==> config.mk <==
export PLATFORM = sky130hd
export DESIGN_NAME = cqs_req_port
export DESIGN_NICKNAME = d
export VERILOG_FILES = /design/src/cqs_pkg.sv /design/src/cqs_skid_buf.sv /design/src/cqs_req_port.sv
export VERILOG_INCLUDE_DIRS = /design/src
export SDC_FILE = /design/constraint.sdc
export NUM_CORES = 1
export LEC_CHECK = 0
export BUFFER_PORTS_ARGS = -buffer_cell sky130_fd_sc_hd__buf_4
export CELL_PAD_IN_SITES_DETAIL_PLACEMENT = 0
export CELL_PAD_IN_SITES_GLOBAL_PLACEMENT = 2
export CORE_AREA = 5 5 346 348
export CTS_CLUSTER_DIAMETER = 150
export DETAILED_ROUTE_END_ITERATION = 12
export DIE_AREA = 0 0 351 353
export PLACE_DENSITY_LB_ADDON = 0.15
export SYNTH_ARGS = -nofsm -noshare
export SYNTH_HDL_FRONTEND = slang
export SYNTH_SLANG_ARGS = --single-unit
==> constraint.sdc <==
create_clock -name clk -period 5.3 [get_ports clk]
set_input_delay 1.06 -clock clk [delete_from_list [all_inputs] [get_ports clk]]
set_output_delay 1.06 -clock clk [all_outputs]
set_load 0.02 [all_outputs]
==> src/cqs_consts.svh <==
// Purpose: Shared constants for the request stream port
// Assumes: Included by bare name wherever a figure is needed
// Notes:   Definitions only
`ifndef CQS_CONSTS_SVH
`define CQS_CONSTS_SVH

`define CQS_BUS_MAX       256
`define CQS_BUS_MID       128
`define CQS_BUS_MIN       64
`define CQS_DW_BITS       32
`define CQS_KEEP_W        8
`define CQS_CNT_W         4
`define CQS_SB_W          85
`define CQS_SOP_BIT       40
`define CQS_CREDIT_W      6
`define CQS_CREDIT_MAX    6'h20
`define CQS_CREDIT_ONE    6'h01
`define CQS_CREDIT_ZERO   6'h00

`endif

==> src/cqs_pkg.sv <==
// Purpose: Types for the request stream port
// Assumes: cqs_consts.svh supplies the widths
// Notes:   Holds types only
`include "cqs_consts.svh"

package cqs_pkg;

    // ****************************************
    // Arbiter states
    // ****************************************
    typedef enum logic [1:0]
    {
        cqs_st_idle,
        cqs_st_post,
        cqs_st_np
    } cqs_arb_state_t;

    // ****************************************
    // One outbound beat
    // ****************************************
    typedef struct packed
    {
        logic [`CQS_BUS_MAX-1:0] payload;
        logic                    final_beat;
        logic [`CQS_KEEP_W-1:0]  keep;
        logic [`CQS_SB_W-1:0]    sideband;
    } cqs_beat_t;

    // ****************************************
    // One inbound beat from the link side
    // ****************************************
    typedef struct packed
    {
        logic [`CQS_BUS_MAX-1:0] payload;
        logic                    final_beat;
        logic [`CQS_CNT_W-1:0]   last_dwords;
    } cqs_src_t;

endpackage : cqs_pkg

==> src/cqs_skid_buf.sv <==
// Purpose: Two-entry buffer with valid and ready on both sides
// Assumes: One clock; ce freezes all state
// Notes:   Outputs come from flops; a stall downstream loses no word
`timescale 1ns/1ps

module cqs_skid_buf #(
    parameter int W = 8
) (
    input  wire logic         clk,
    input  wire logic         rst_n,
    input  wire logic         ce,
    input  wire logic         in_valid,
    output logic              in_ready,
    input  wire logic [W-1:0] in_data,
    output logic              out_valid,
    input  wire logic         out_ready,
    output logic [W-1:0]      out_data
);

    logic         skid_v_q;
    logic [W-1:0] skid_q;
    logic         out_v_q;
    logic [W-1:0] out_q;
    wire          in_take;
    wire          out_free;

    // ****************************************
    // Handshake terms
    // ****************************************
    // Ready hangs on a flop only, so no path runs from out_ready to in_ready
    assign in_ready  = !skid_v_q;
    assign in_take   = in_valid && !skid_v_q;
    assign out_free  = out_ready || !out_v_q;
    assign out_valid = out_v_q;
    assign out_data  = out_q;

    // ****************************************
    // Storage
    // ****************************************
    always_ff @(posedge clk or negedge rst_n)
    begin
        if (!rst_n)
        begin
            out_v_q  <= 1'b0;
            out_q    <= '0;
            skid_v_q <= 1'b0;
            skid_q   <= '0;
        end
        else if (ce)
        begin
            if (out_free)
            begin
                out_v_q  <= skid_v_q || in_take;
                out_q    <= skid_v_q ? skid_q : in_data;
                skid_v_q <= 1'b0;
            end
            else if (in_take)
            begin
                skid_q   <= in_data;
                skid_v_q <= 1'b1;
            end
        end
    end

endmodule : cqs_skid_buf

==> src/cqs_req_port.sv <==
// Purpose: Outbound request stream with non-posted credit pacing
// Assumes: Link-side sources deliver each packet's beats without gaps
// Notes:   Posted and non-posted requests arrive on separate sources
//          Credit is spent as a non-posted packet enters the buffer, so the level
//          can read one lower while that packet still waits downstream
//          Source readies drop while ce is low, so a frozen buffer drops no beat
//          A last-beat Dword count outside one to the bus width reads as a full beat
//          The stream side must not take beats while ce is low: the buffer cannot pop
//          A width other than 64, 128 or 256 falls back to the next legal one below, or to 64 if under 64
//
// Contract
// - Final-beat flag is set on the beat ending each packet.
// - A one-beat packet carries the final-beat flag on that beat.
// - Dword-valid vector has one bit per 32-bit Dword of the bus.
// - Dword-valid bits are contiguous from first descriptor to last payload Dword.
// - All Dword-valid bits set on every beat but the last.
// - Unused Dword-valid bits tie low for 128-bit and 64-bit buses.
// - Valid is high whenever valid data is driven.
// - Valid stays high for a whole packet, no idle gaps.
// - A beat moves only when valid and ready are both high.
// - While stalled, data and qualifiers hold and valid stays high.
// - Credit count rises in each cycle the grant input is high.
// - Credit count falls by one per non-posted request delivered.
// - Non-posted requests start only while credit is non-zero.
// - Posted requests keep flowing while non-posted ones wait for credit.
// - Grant pulses are accepted in any cycle, unaligned to packets.
// - Current credit count appears on a 6-bit output.
// - Credit count saturates at 32.
// - Credit output may lag a grant by a few cycles.
// - Data bus width is 64, 128 or 256 bits.
// - Sideband bit 40 marks the first beat of each packet.
`timescale 1ns/1ps
`include "cqs_consts.svh"

module cqs_req_port #(
    parameter int DATA_W = `CQS_BUS_MAX
) (
    input  wire logic                    clk,
    input  wire logic                    rst_n,
    input  wire logic                    ce,
    input  wire logic                    post_in_valid,
    output logic                         post_in_ready,
    input  wire logic [`CQS_BUS_MAX-1:0] post_in_payload,
    input  wire logic                    post_in_final,
    input  wire logic [`CQS_CNT_W-1:0]   post_in_dwords,
    input  wire logic                    np_in_valid,
    output logic                         np_in_ready,
    input  wire logic [`CQS_BUS_MAX-1:0] np_in_payload,
    input  wire logic                    np_in_final,
    input  wire logic [`CQS_CNT_W-1:0]   np_in_dwords,
    output logic [`CQS_BUS_MAX-1:0]      req_stream_payload,
    output logic                         req_stream_final_beat,
    output logic [`CQS_KEEP_W-1:0]       req_stream_dword_valid,
    output logic [`CQS_SB_W-1:0]         req_stream_sideband,
    output logic                         req_stream_valid,
    input  wire logic                    req_stream_ready,
    input  wire logic                    nonposted_credit_grant,
    output logic [`CQS_CREDIT_W-1:0]     nonposted_credit_level
);

    // ****************************************
    // Configuration
    // ****************************************
    // Any other width falls back to the next legal one below it, or to 64 if under 64
    localparam int BUS_W  = (DATA_W >= `CQS_BUS_MAX) ? `CQS_BUS_MAX
                          : (DATA_W >= `CQS_BUS_MID) ? `CQS_BUS_MID : `CQS_BUS_MIN;
    // Active Dwords on the configured bus
    localparam int ACT_DW = BUS_W / `CQS_DW_BITS;
    // The same count, sized to the last-beat Dword field
    localparam logic [`CQS_CNT_W-1:0] ACT_DW_CNT = ACT_DW[`CQS_CNT_W-1:0];

    // ****************************************
    // Declarations
    // ****************************************
    cqs_pkg::cqs_arb_state_t state_q;
    cqs_pkg::cqs_arb_state_t state_d;
    logic                    last_np_q;
    logic                    last_np_d;
    logic                    grant_q;
    logic [`CQS_CREDIT_W-1:0] credit_q;
    logic [`CQS_CREDIT_W-1:0] credit_d;
    logic [`CQS_CREDIT_W-1:0] credit_after;

    cqs_pkg::cqs_src_t       post_src;
    cqs_pkg::cqs_src_t       np_src;
    cqs_pkg::cqs_src_t       cur_src;
    cqs_pkg::cqs_beat_t      beat;
    cqs_pkg::cqs_beat_t      out_beat;

    wire                     in_idle;
    wire                     credit_ok;
    wire                     np_eligible;
    wire                     pick_np_idle;
    wire                     pick_post_idle;
    wire                     sel_post;
    wire                     sel_np;
    wire                     cur_valid;
    wire                     buf_ready;
    wire                     take;
    wire                     take_last;
    wire                     np_start;
    wire                     out_valid;
    wire [`CQS_KEEP_W-1:0]   keep;
    wire [`CQS_BUS_MAX-1:0]  payload_masked;
    // Named decode terms
    wire                     in_post;
    wire                     in_np;
    wire                     np_turn;
    wire                     first_beat;
    wire                     dw_zero;
    wire                     dw_over;
    wire [`CQS_CNT_W-1:0]    last_dw;
    wire                     credit_spend;
    wire                     credit_full;
    wire                     credit_fill;

    // ****************************************
    // Source bundles
    // ****************************************
    assign post_src.payload     = post_in_payload;
    assign post_src.final_beat  = post_in_final;
    assign post_src.last_dwords = post_in_dwords;
    assign np_src.payload       = np_in_payload;
    assign np_src.final_beat    = np_in_final;
    assign np_src.last_dwords   = np_in_dwords;

    // ****************************************
    // Packet arbitration
    // ****************************************
    // Choices are made only between packets, so a packet never interleaves
    assign in_idle        = state_q == cqs_pkg::cqs_st_idle;
    assign credit_ok      = credit_q != `CQS_CREDIT_ZERO;
    assign np_eligible    = np_in_valid && credit_ok;
    // Non-posted wins a tie unless the last packet was non-posted, to avoid starvation
    assign np_turn        = !post_in_valid || !last_np_q;
    assign pick_np_idle   = in_idle && np_eligible && np_turn;
    // A non-posted stall never holds back posted traffic
    assign pick_post_idle = in_idle && post_in_valid && !pick_np_idle;
    assign in_post        = state_q == cqs_pkg::cqs_st_post;
    assign in_np          = state_q == cqs_pkg::cqs_st_np;
    assign sel_post       = in_post || pick_post_idle;
    assign sel_np         = in_np || pick_np_idle;

    assign cur_src   = sel_np ? np_src : post_src;
    assign cur_valid = (sel_post && post_in_valid) || (sel_np && np_in_valid);
    assign take      = cur_valid && buf_ready;
    assign take_last = take && cur_src.final_beat;
    assign np_start  = pick_np_idle && take;

    // ****************************************
    // Source readies and packet state
    // ****************************************
    // Ready drops with ce, since a frozen buffer would lose an offered beat;
    // only the selected source sees ready, so packets never interleave
    assign post_in_ready = ce && sel_post && buf_ready;
    assign np_in_ready   = ce && sel_np && buf_ready;

    always_comb
    begin
        state_d   = state_q;
        last_np_d = last_np_q;
        case (state_q)
            cqs_pkg::cqs_st_idle:
            begin
                if (take)
                begin
                    last_np_d = sel_np;
                    if (!cur_src.final_beat)
                    begin
                        state_d = sel_np ? cqs_pkg::cqs_st_np : cqs_pkg::cqs_st_post;
                    end
                end
            end
            cqs_pkg::cqs_st_post:
            begin
                if (take_last)
                begin
                    state_d = cqs_pkg::cqs_st_idle;
                end
            end
            cqs_pkg::cqs_st_np:
            begin
                if (take_last)
                begin
                    state_d = cqs_pkg::cqs_st_idle;
                end
            end
            default:
            begin
                state_d = cqs_pkg::cqs_st_idle;
            end
        endcase
    end

    always_ff @(posedge clk or negedge rst_n)
    begin
        if (!rst_n)
        begin
            state_q   <= cqs_pkg::cqs_st_idle;
            last_np_q <= 1'b0;
        end
        else if (ce)
        begin
            state_q   <= state_d;
            last_np_q <= last_np_d;
        end
    end

    // ****************************************
    // Last-beat Dword count
    // ****************************************
    // A zero or oversize count would break the contiguous fill,
    // so it reads as a full beat rather than an empty one
    assign dw_zero = cur_src.last_dwords == '0;
    assign dw_over = cur_src.last_dwords > ACT_DW_CNT;
    assign last_dw = (dw_zero || dw_over) ? ACT_DW_CNT
                   : cur_src.last_dwords;

    // ****************************************
    // Dword-valid vector and payload width
    // ****************************************
    // Bits past the configured bus stay low for narrow buses
    genvar gi;
    generate
        for (gi = 0; gi < `CQS_KEEP_W; gi = gi + 1)
        begin : g_keep
            if (gi < ACT_DW)
            begin : g_live
                localparam int POS = gi;
                // Full beats set every bit; the last beat fills from bit 0
                assign keep[gi] = !cur_src.final_beat
                                  || (last_dw > POS[`CQS_CNT_W-1:0]);
            end
            else
            begin : g_dead
                assign keep[gi] = 1'b0;
            end
        end
        for (gi = 0; gi < `CQS_BUS_MAX; gi = gi + 1)
        begin : g_pay
            if (gi < BUS_W)
            begin : g_live
                assign payload_masked[gi] = cur_src.payload[gi];
            end
            else
            begin : g_dead
                assign payload_masked[gi] = 1'b0;
            end
        end
    endgenerate

    // ****************************************
    // Beat assembly
    // ****************************************
    // Only an idle arbiter can be handing over a packet's first beat
    assign first_beat = in_idle;

    always_comb
    begin
        beat                        = '0;
        beat.payload                = payload_masked;
        beat.final_beat             = cur_src.final_beat;
        beat.keep                   = keep;
        beat.sideband[`CQS_SOP_BIT] = first_beat;
    end

    // ****************************************
    // Output buffer
    // ****************************************
    // Two entries absorb a ready drop without stalling the arbiter a cycle late
    cqs_skid_buf #(
        .W ($bits(cqs_pkg::cqs_beat_t))
    ) u_buf (
        .clk       (clk),
        .rst_n     (rst_n),
        .ce        (ce),
        .in_valid  (cur_valid),
        .in_ready  (buf_ready),
        .in_data   (beat),
        .out_valid (out_valid),
        .out_ready (req_stream_ready),
        .out_data  (out_beat)
    );

    // Buffer holds its head until ready, so beats stay steady under stall
    assign req_stream_valid       = out_valid;
    assign req_stream_payload     = out_beat.payload;
    assign req_stream_final_beat  = out_beat.final_beat;
    assign req_stream_dword_valid = out_beat.keep;
    assign req_stream_sideband    = out_beat.sideband;

    // ****************************************
    // Non-posted credit
    // ****************************************
    // Grant is registered once; the level lags a grant by two edges
    always_ff @(posedge clk or negedge rst_n)
    begin
        if (!rst_n)
        begin
            grant_q <= 1'b0;
        end
        else if (ce)
        begin
            grant_q <= nonposted_credit_grant;
        end
    end

    // Spend is taken at packet start so a second packet cannot slip in
    assign credit_spend = np_start;
    assign credit_after = credit_spend ? credit_q - `CQS_CREDIT_ONE : credit_q;

    // Saturation is judged after the spend, so spend and grant together hold at the limit
    assign credit_full  = credit_after == `CQS_CREDIT_MAX;
    assign credit_fill  = grant_q && !credit_full;

    always_comb
    begin
        credit_d = credit_after;
        if (credit_fill)
        begin
            credit_d = credit_after + `CQS_CREDIT_ONE;
        end
    end

    // Reset empties the credit, so nothing non-posted moves before a grant
    always_ff @(posedge clk or negedge rst_n)
    begin
        if (!rst_n)
        begin
            credit_q <= `CQS_CREDIT_ZERO;
        end
        else if (ce)
        begin
            credit_q <= credit_d;
        end
    end

    assign nonposted_credit_level = credit_q;

endmodule : cqs_req_port

# ---- Word-level counts from Yosys, hierarchy flattened
# Index checks and enable logic that the tools add are counted.
dict set report totals {
  ff_bits 628
  elab_cells 85
}
dict set report classes {
  add_sub_neg 2
  magnitude_cmp 9
  eq_ne 6
  mux 12
  n_bitwise 1
  n_reduce_logical 47
}
# operator n
set ops {}
lappend ops {{$mux W350} 1}
lappend ops {{$mux W261} 1}
lappend ops {{$gt A4 B3 Y1 const B} 4}
lappend ops {{$logic_and A1 B1 Y1} 15}
lappend ops {{$logic_or A1 B1 Y1} 15}
lappend ops {{$mux W6} 2}
lappend ops {{$gt A4 B1 Y1 const B} 2}
lappend ops {{$gt A4 B2 Y1 const B} 2}
lappend ops {{$mux W2} 4}
lappend ops {{$logic_not A1 Y1} 7}
lappend ops {{$add A6 B1 Y6 const B} 1}
lappend ops {{$eq A6 B6 Y1 const B} 1}
lappend ops {{$reduce_and A3 Y1} 2}
lappend ops {{$reduce_bool A6 Y1} 1}
lappend ops {{$sub A6 B1 Y6 const B} 1}
lappend ops {{$gt A4 B4 Y1 const B} 1}
lappend ops {{$logic_not A4 Y1} 1}
lappend ops {{$mux W4} 1}
lappend ops {{$ne A2 B1 Y1 const B} 2}
lappend ops {{$pmux W2 S2} 1}
lappend ops {{$reduce_and A2 Y1} 2}
lappend ops {{$reduce_and A4 Y1} 1}
lappend ops {{$eq A2 B1 Y1 const B} 1}
lappend ops {{$eq A2 B2 Y1 const B} 1}
lappend ops {{other kinds (6)} 7}

# ---- Longest topological paths before layout
dict set report depth {
  ltp_word 16
  depth_mapped 13
}

# ---- Cells and area by module
# Synthesis repeated with hierarchy kept, for this count alone.
dict set report unflattened {
  hier_cells 3298
  hier_area_um2 33947.6
}
# module n_inst cells_per_inst area_each_um2 seq_area_each_um2
set modules_own_cells {}
lappend modules_own_cells {cqs_skid_buf 1 2305 29500.8 17566.8}
lappend modules_own_cells {cqs_req_port 1 993 4446.8 250.2}

# ---- Worst setup path before layout
# No wires, ideal clock.
dict set report synth_timing {
  kind {input to output}
  startpoint {input post_in_valid}
  endpoint {output np_in_ready}
  t_arrival_ns 2.321
  required_ns 4.240
  path_slack_ns 1.919
  cell_stages 6
  path_cell_list {and2_1 -> a211oi_2 -> nor2_2 -> buf_2 -> buf_2 -> nor2_1}
}
dict set report synth_via {
  elab_chain_len 6
}
# element line
set synth_lines {}
lappend synth_lines {{start: declaration} cqs_req_port.sv:41} ;# input wire logic post_in_valid,
lappend synth_lines {{$logic_not A1 Y1} cqs_req_port.sv:135} ;# assign np_turn = !post_in_valid || !last_np_q;
lappend synth_lines {{$logic_or A1 B1 Y1} cqs_req_port.sv:135}
lappend synth_lines {{$logic_and A1 B1 Y1} cqs_req_port.sv:136} ;# assign pick_np_idle = in_idle && np_eligible && np_turn;
lappend synth_lines {{$logic_or A1 B1 Y1} cqs_req_port.sv:142} ;# assign sel_np = in_np || pick_np_idle;
lappend synth_lines {{$logic_and A1 B1 Y1 (2 in a row)} cqs_req_port.sv:156} ;# assign np_in_ready = ce && sel_np && buf_ready;
lappend synth_lines {{end: declaration} cqs_req_port.sv:47} ;# output logic np_in_ready,
# No other way between the ends.

# ---- Worst setup path after layout
dict set report layout_timing {
  startpoint {register credit_q[0] (netlist: nonposted_credit_level[0])}
  endpoint {output np_in_ready}
}
dict set report layout_via {
  elab_chain_len 7
}
# element line
set layout_lines {}
lappend layout_lines {{start: declaration} cqs_req_port.sv:80} ;# logic [`CQS_CREDIT_W-1:0] credit_q;
lappend layout_lines {{start signal: assignment} cqs_req_port.sv:330} ;# credit_q <= `CQS_CREDIT_ZERO;
lappend layout_lines {{start signal: assignment} cqs_req_port.sv:334} ;# credit_q <= credit_d;
lappend layout_lines {{$reduce_bool A6 Y1 (no source line)} -}
lappend layout_lines {{$logic_and A1 B1 Y1} cqs_req_port.sv:133} ;# assign np_eligible = np_in_valid && credit_ok;
lappend layout_lines {{$logic_and A1 B1 Y1 (2 in a row)} cqs_req_port.sv:136}
lappend layout_lines {{$logic_or A1 B1 Y1} cqs_req_port.sv:142}
lappend layout_lines {{$logic_and A1 B1 Y1 (2 in a row)} cqs_req_port.sv:156}
# No other way between the ends.

==> qor.csv <==
metric;value;unit
Remaining DRCs;0;
port buffer count;803;
Initial Util;0.224;
Slew headroom;0.322;
post-DR wirelength/cell;19.6;um
largest net degree at the start of global routing;119;
syn_area_per_cell;9.15;um^2
Top FF cell, synth;dfrtp_1;
hold slack;0.444;ns
crit path launch type;register;
postcts setup bufs;0;
cells after synthesis;2832;
Critical Path AT;2.89;ns
I/O pin total;888;
Cells after DPL;4997;
Vias per Instance;4.16;
antenna violations before repair;7;
PwrDens;632;nW/um^2
max_cap viols;0;
asr flop ratio synth;1.00;
final wirelength;101000;um
H-tree depth;3;
status;finished clean;
Clock Latency Late Sink;0.61;ns
register area share after synthesis;0.526;
die area;124000;um^2
Core ar.;116000;um^2
PostCTS Resize Cnt;0;
#FFs+latches synth;544;
Lkg Pwr;17.7;nW
layout cells sized above 1;0.274;
HP Class;register to register;
Setup crit end kind;output port;
vias in the first global route;21900;
Die H;353;um
Power Total;0.0224;W
setup violators final;0;
Root Driver;clkbuf_16;
Final nets;4082;
Worst R2R Setup Slack;1.81;ns
final cell count without fillers;5131;
Final Core Density;0.307;
peak supply drop;0.000285;V
Final min period;3.95;ns
Post-DP HPWL;74900;um
Slew Viols, Final;0;
Worst R2R Path Depth;10;
die width;351;um
Req. time, crit path;4.24;ns
Worst Max-Slew Pin Slew;1.02;ns
clk slew on worst S/H paths;0.06;ns
Worst Setup EP;np_in_ready;
Worst Skew;0.0232;ns
CTS tree;built;
DRT antenna net count;0;
Crit. Startpoint;nonposted_credit_level[0];
RSZ-0062 raised after global routing;false;
max frequency;253;MHz
Crit Path Max Fanout;17;
setup TNS;0;ns
Layout area overhead;37.2;%
total global routing overflow;0;
Yosys warning count;0;
GPL Wtd Cong;0.767;
CTS Sinks;544;
gr usage total;0.157;
total CTS buffers;72;
Hold-fix buffers, CTS;0;
critical path type;register to output port;
final hold vios;0;
reg2reg end;u_buf.out_data[133];
drt pass-1 iters;4;
first-pass GRT wire length;148000;um
routed via count;21300;
Tcrit/Tclk final;0.746;
r2r startpoint;nonposted_credit_level[0];
CTS max path bufs;3;
Distinct cells, synth;58;
Post-synth EDFFs;0;
Initial DRC Count;884;
# rows;125;
synthesized area;25900;um^2
worst max-delay path, cell delays in order (launching register included):
cell and delay (ns):
dfrtp_1 0.45, inv_1 0.16, ha_1 0.43, a211oi_2 0.23
nor2_4 0.64, nor2_1 0.15, buf_4 0.20
metrics by stage:
step / setup slack [ns] / instance area, um^2
floorplan: 1.92 / 26200
global placement: 1.57 / 33000
detailed placement: 1.55 / 33000
CTS: 1.24 / 35500
global route: 1.15 / 35500
finish: 1.35 / 35500
final cells by class:
class | count | area, um^2
Antenna cell | 7 | 17.5
Clock buffer | 113 | 2250
Clock inverter | 14 | 239
Fill cell | 12300 | 80400
Inverter | 13 | 48.8
Multi-Input combinational cell | 2061 | 10800
Sequential cell | 544 | 13600
Tap cell | 1524 | 1910
Timing Repair Buffer | 855 | 6630
Yosys cell counts (3+ instances only):
cell,number,share of area
ha_1,6,0.0029
a31oi_1,3,0.00072
a211oi_1,4,0.0012
a21oi_1,272,0.053
o31ai_1,3,0.00087
nor3_1,3,0.00058
buf_4,109,0.032
clkbuf_1,146,0.021
dfrtp_1,544,0.53
and3_1,4,0.00097
buf_6,26,0.011
o21ai_1,19,0.0037
mux2_4,3,0.0017
a22o_1,3,0.0010
nor2_1,267,0.039
buf_2,16,0.0031
xnor2_1,4,0.0014
o21ai_0,519,0.10
mux2i_1,262,0.10
mux2_2,3,0.0013
inv_1,12,0.0017
nand2_1,549,0.080
nand3_1,3,0.00058
or3_1,4,0.00097
placed cells by master, fill, tap and decap left out, types with 3 or more instances in the layout:
| master | netlist | final |
|---|---|---|
| buf_4 | 109 | 838 |
| nand2_1 | 549 | 548 |
| dfrtp_1 | 544 | 543 |
| o21ai_0 | 519 | 519 |
| a21oi_1 | 272 | 272 |
| nor2_1 | 267 | 267 |
| mux2i_1 | 262 | 262 |
| conb_1 | 1 | 84 |
| clkbuf_16 | 0 | 76 |
| clkbuf_8 | 0 | 21 |
| o21ai_1 | 19 | 19 |
| clkbuf_1 | 146 | 16 |
| buf_12 | 0 | 16 |
| inv_1 | 12 | 12 |
| diode_2 | 0 | 7 |
| ha_1 | 6 | 6 |
| bufinv_16 | 0 | 6 |
| clkinv_2 | 0 | 5 |
| xnor2_1 | 4 | 4 |
| and3_1 | 4 | 4 |
| a211oi_1 | 4 | 4 |
| nor3_1 | 3 | 3 |
| a22o_1 | 3 | 3 |
| a31oi_1 | 3 | 3 |
| o31ai_1 | 3 | 3 |
| or3_1 | 4 | 3 |
| nand3_1 | 3 | 3 |
| mux2_2 | 3 | 3 |
| mux2_4 | 3 | 3 |
worst min path at each step:
| stage | from | end | slack, ns | cells past startpoint |
|---|---|---|---|---|
| floorplan | u_buf.skid_q[85] | u_buf.skid_q[85] | 0.41 | 2 |
| global placement | u_buf.skid_q[85] | u_buf.skid_q[85] | 0.43 | 2 |
| detailed placement | u_buf.skid_q[85] | u_buf.skid_q[85] | 0.44 | 2 |
| CTS | u_buf.skid_q[85] | u_buf.skid_q[85] | 0.45 | 2 |
| global route | u_buf.skid_q[85] | u_buf.skid_q[85] | 0.47 | 2 |
| finish | u_buf.skid_q[85] | u_buf.skid_q[85] | 0.44 | 2 |
metal layers:
metal  global-route usage  vias to the layer above  wire length (um)
li1                     -                    10900                 -
met1                0.183                     9672             40300
met2                0.276                      609             50400
met3               0.0425                      124              6970
met4               0.0585                        0              3170
met5                    0                        -                 0
registers in the layout, indices dropped and copies added, names as in the netlist:
| signal | flops |
|---|---|
| u_buf.skid_q | 266 |
| grant_q | 1 |
| u_buf.out_valid | 1 |
| u_buf.out_data | 266 |
| state_q | 2 |
| u_buf.skid_v_q | 1 |
| nonposted_credit_level | 6 |
| last_np_q | 1 |
power breakdown:
group | switching (W) | internal, W | leakage [nW]
logic | 0.00609 | 0.00386 | 9.76
registers | 0.00119 | 0.00615 | 6.76
clock network | 0.00195 | 0.00320 | 1.23
cells by family after synthesis:
group           synth area share
simple gates               0.129
xor+xnor                 0.00203
fa+ha+maj                0.00290
other cells             0.000145
buf+inv                   0.0690
flops                      0.526
compound gates             0.167
mux                        0.104
Note: power is estimated with default switching activity, not from simulation.
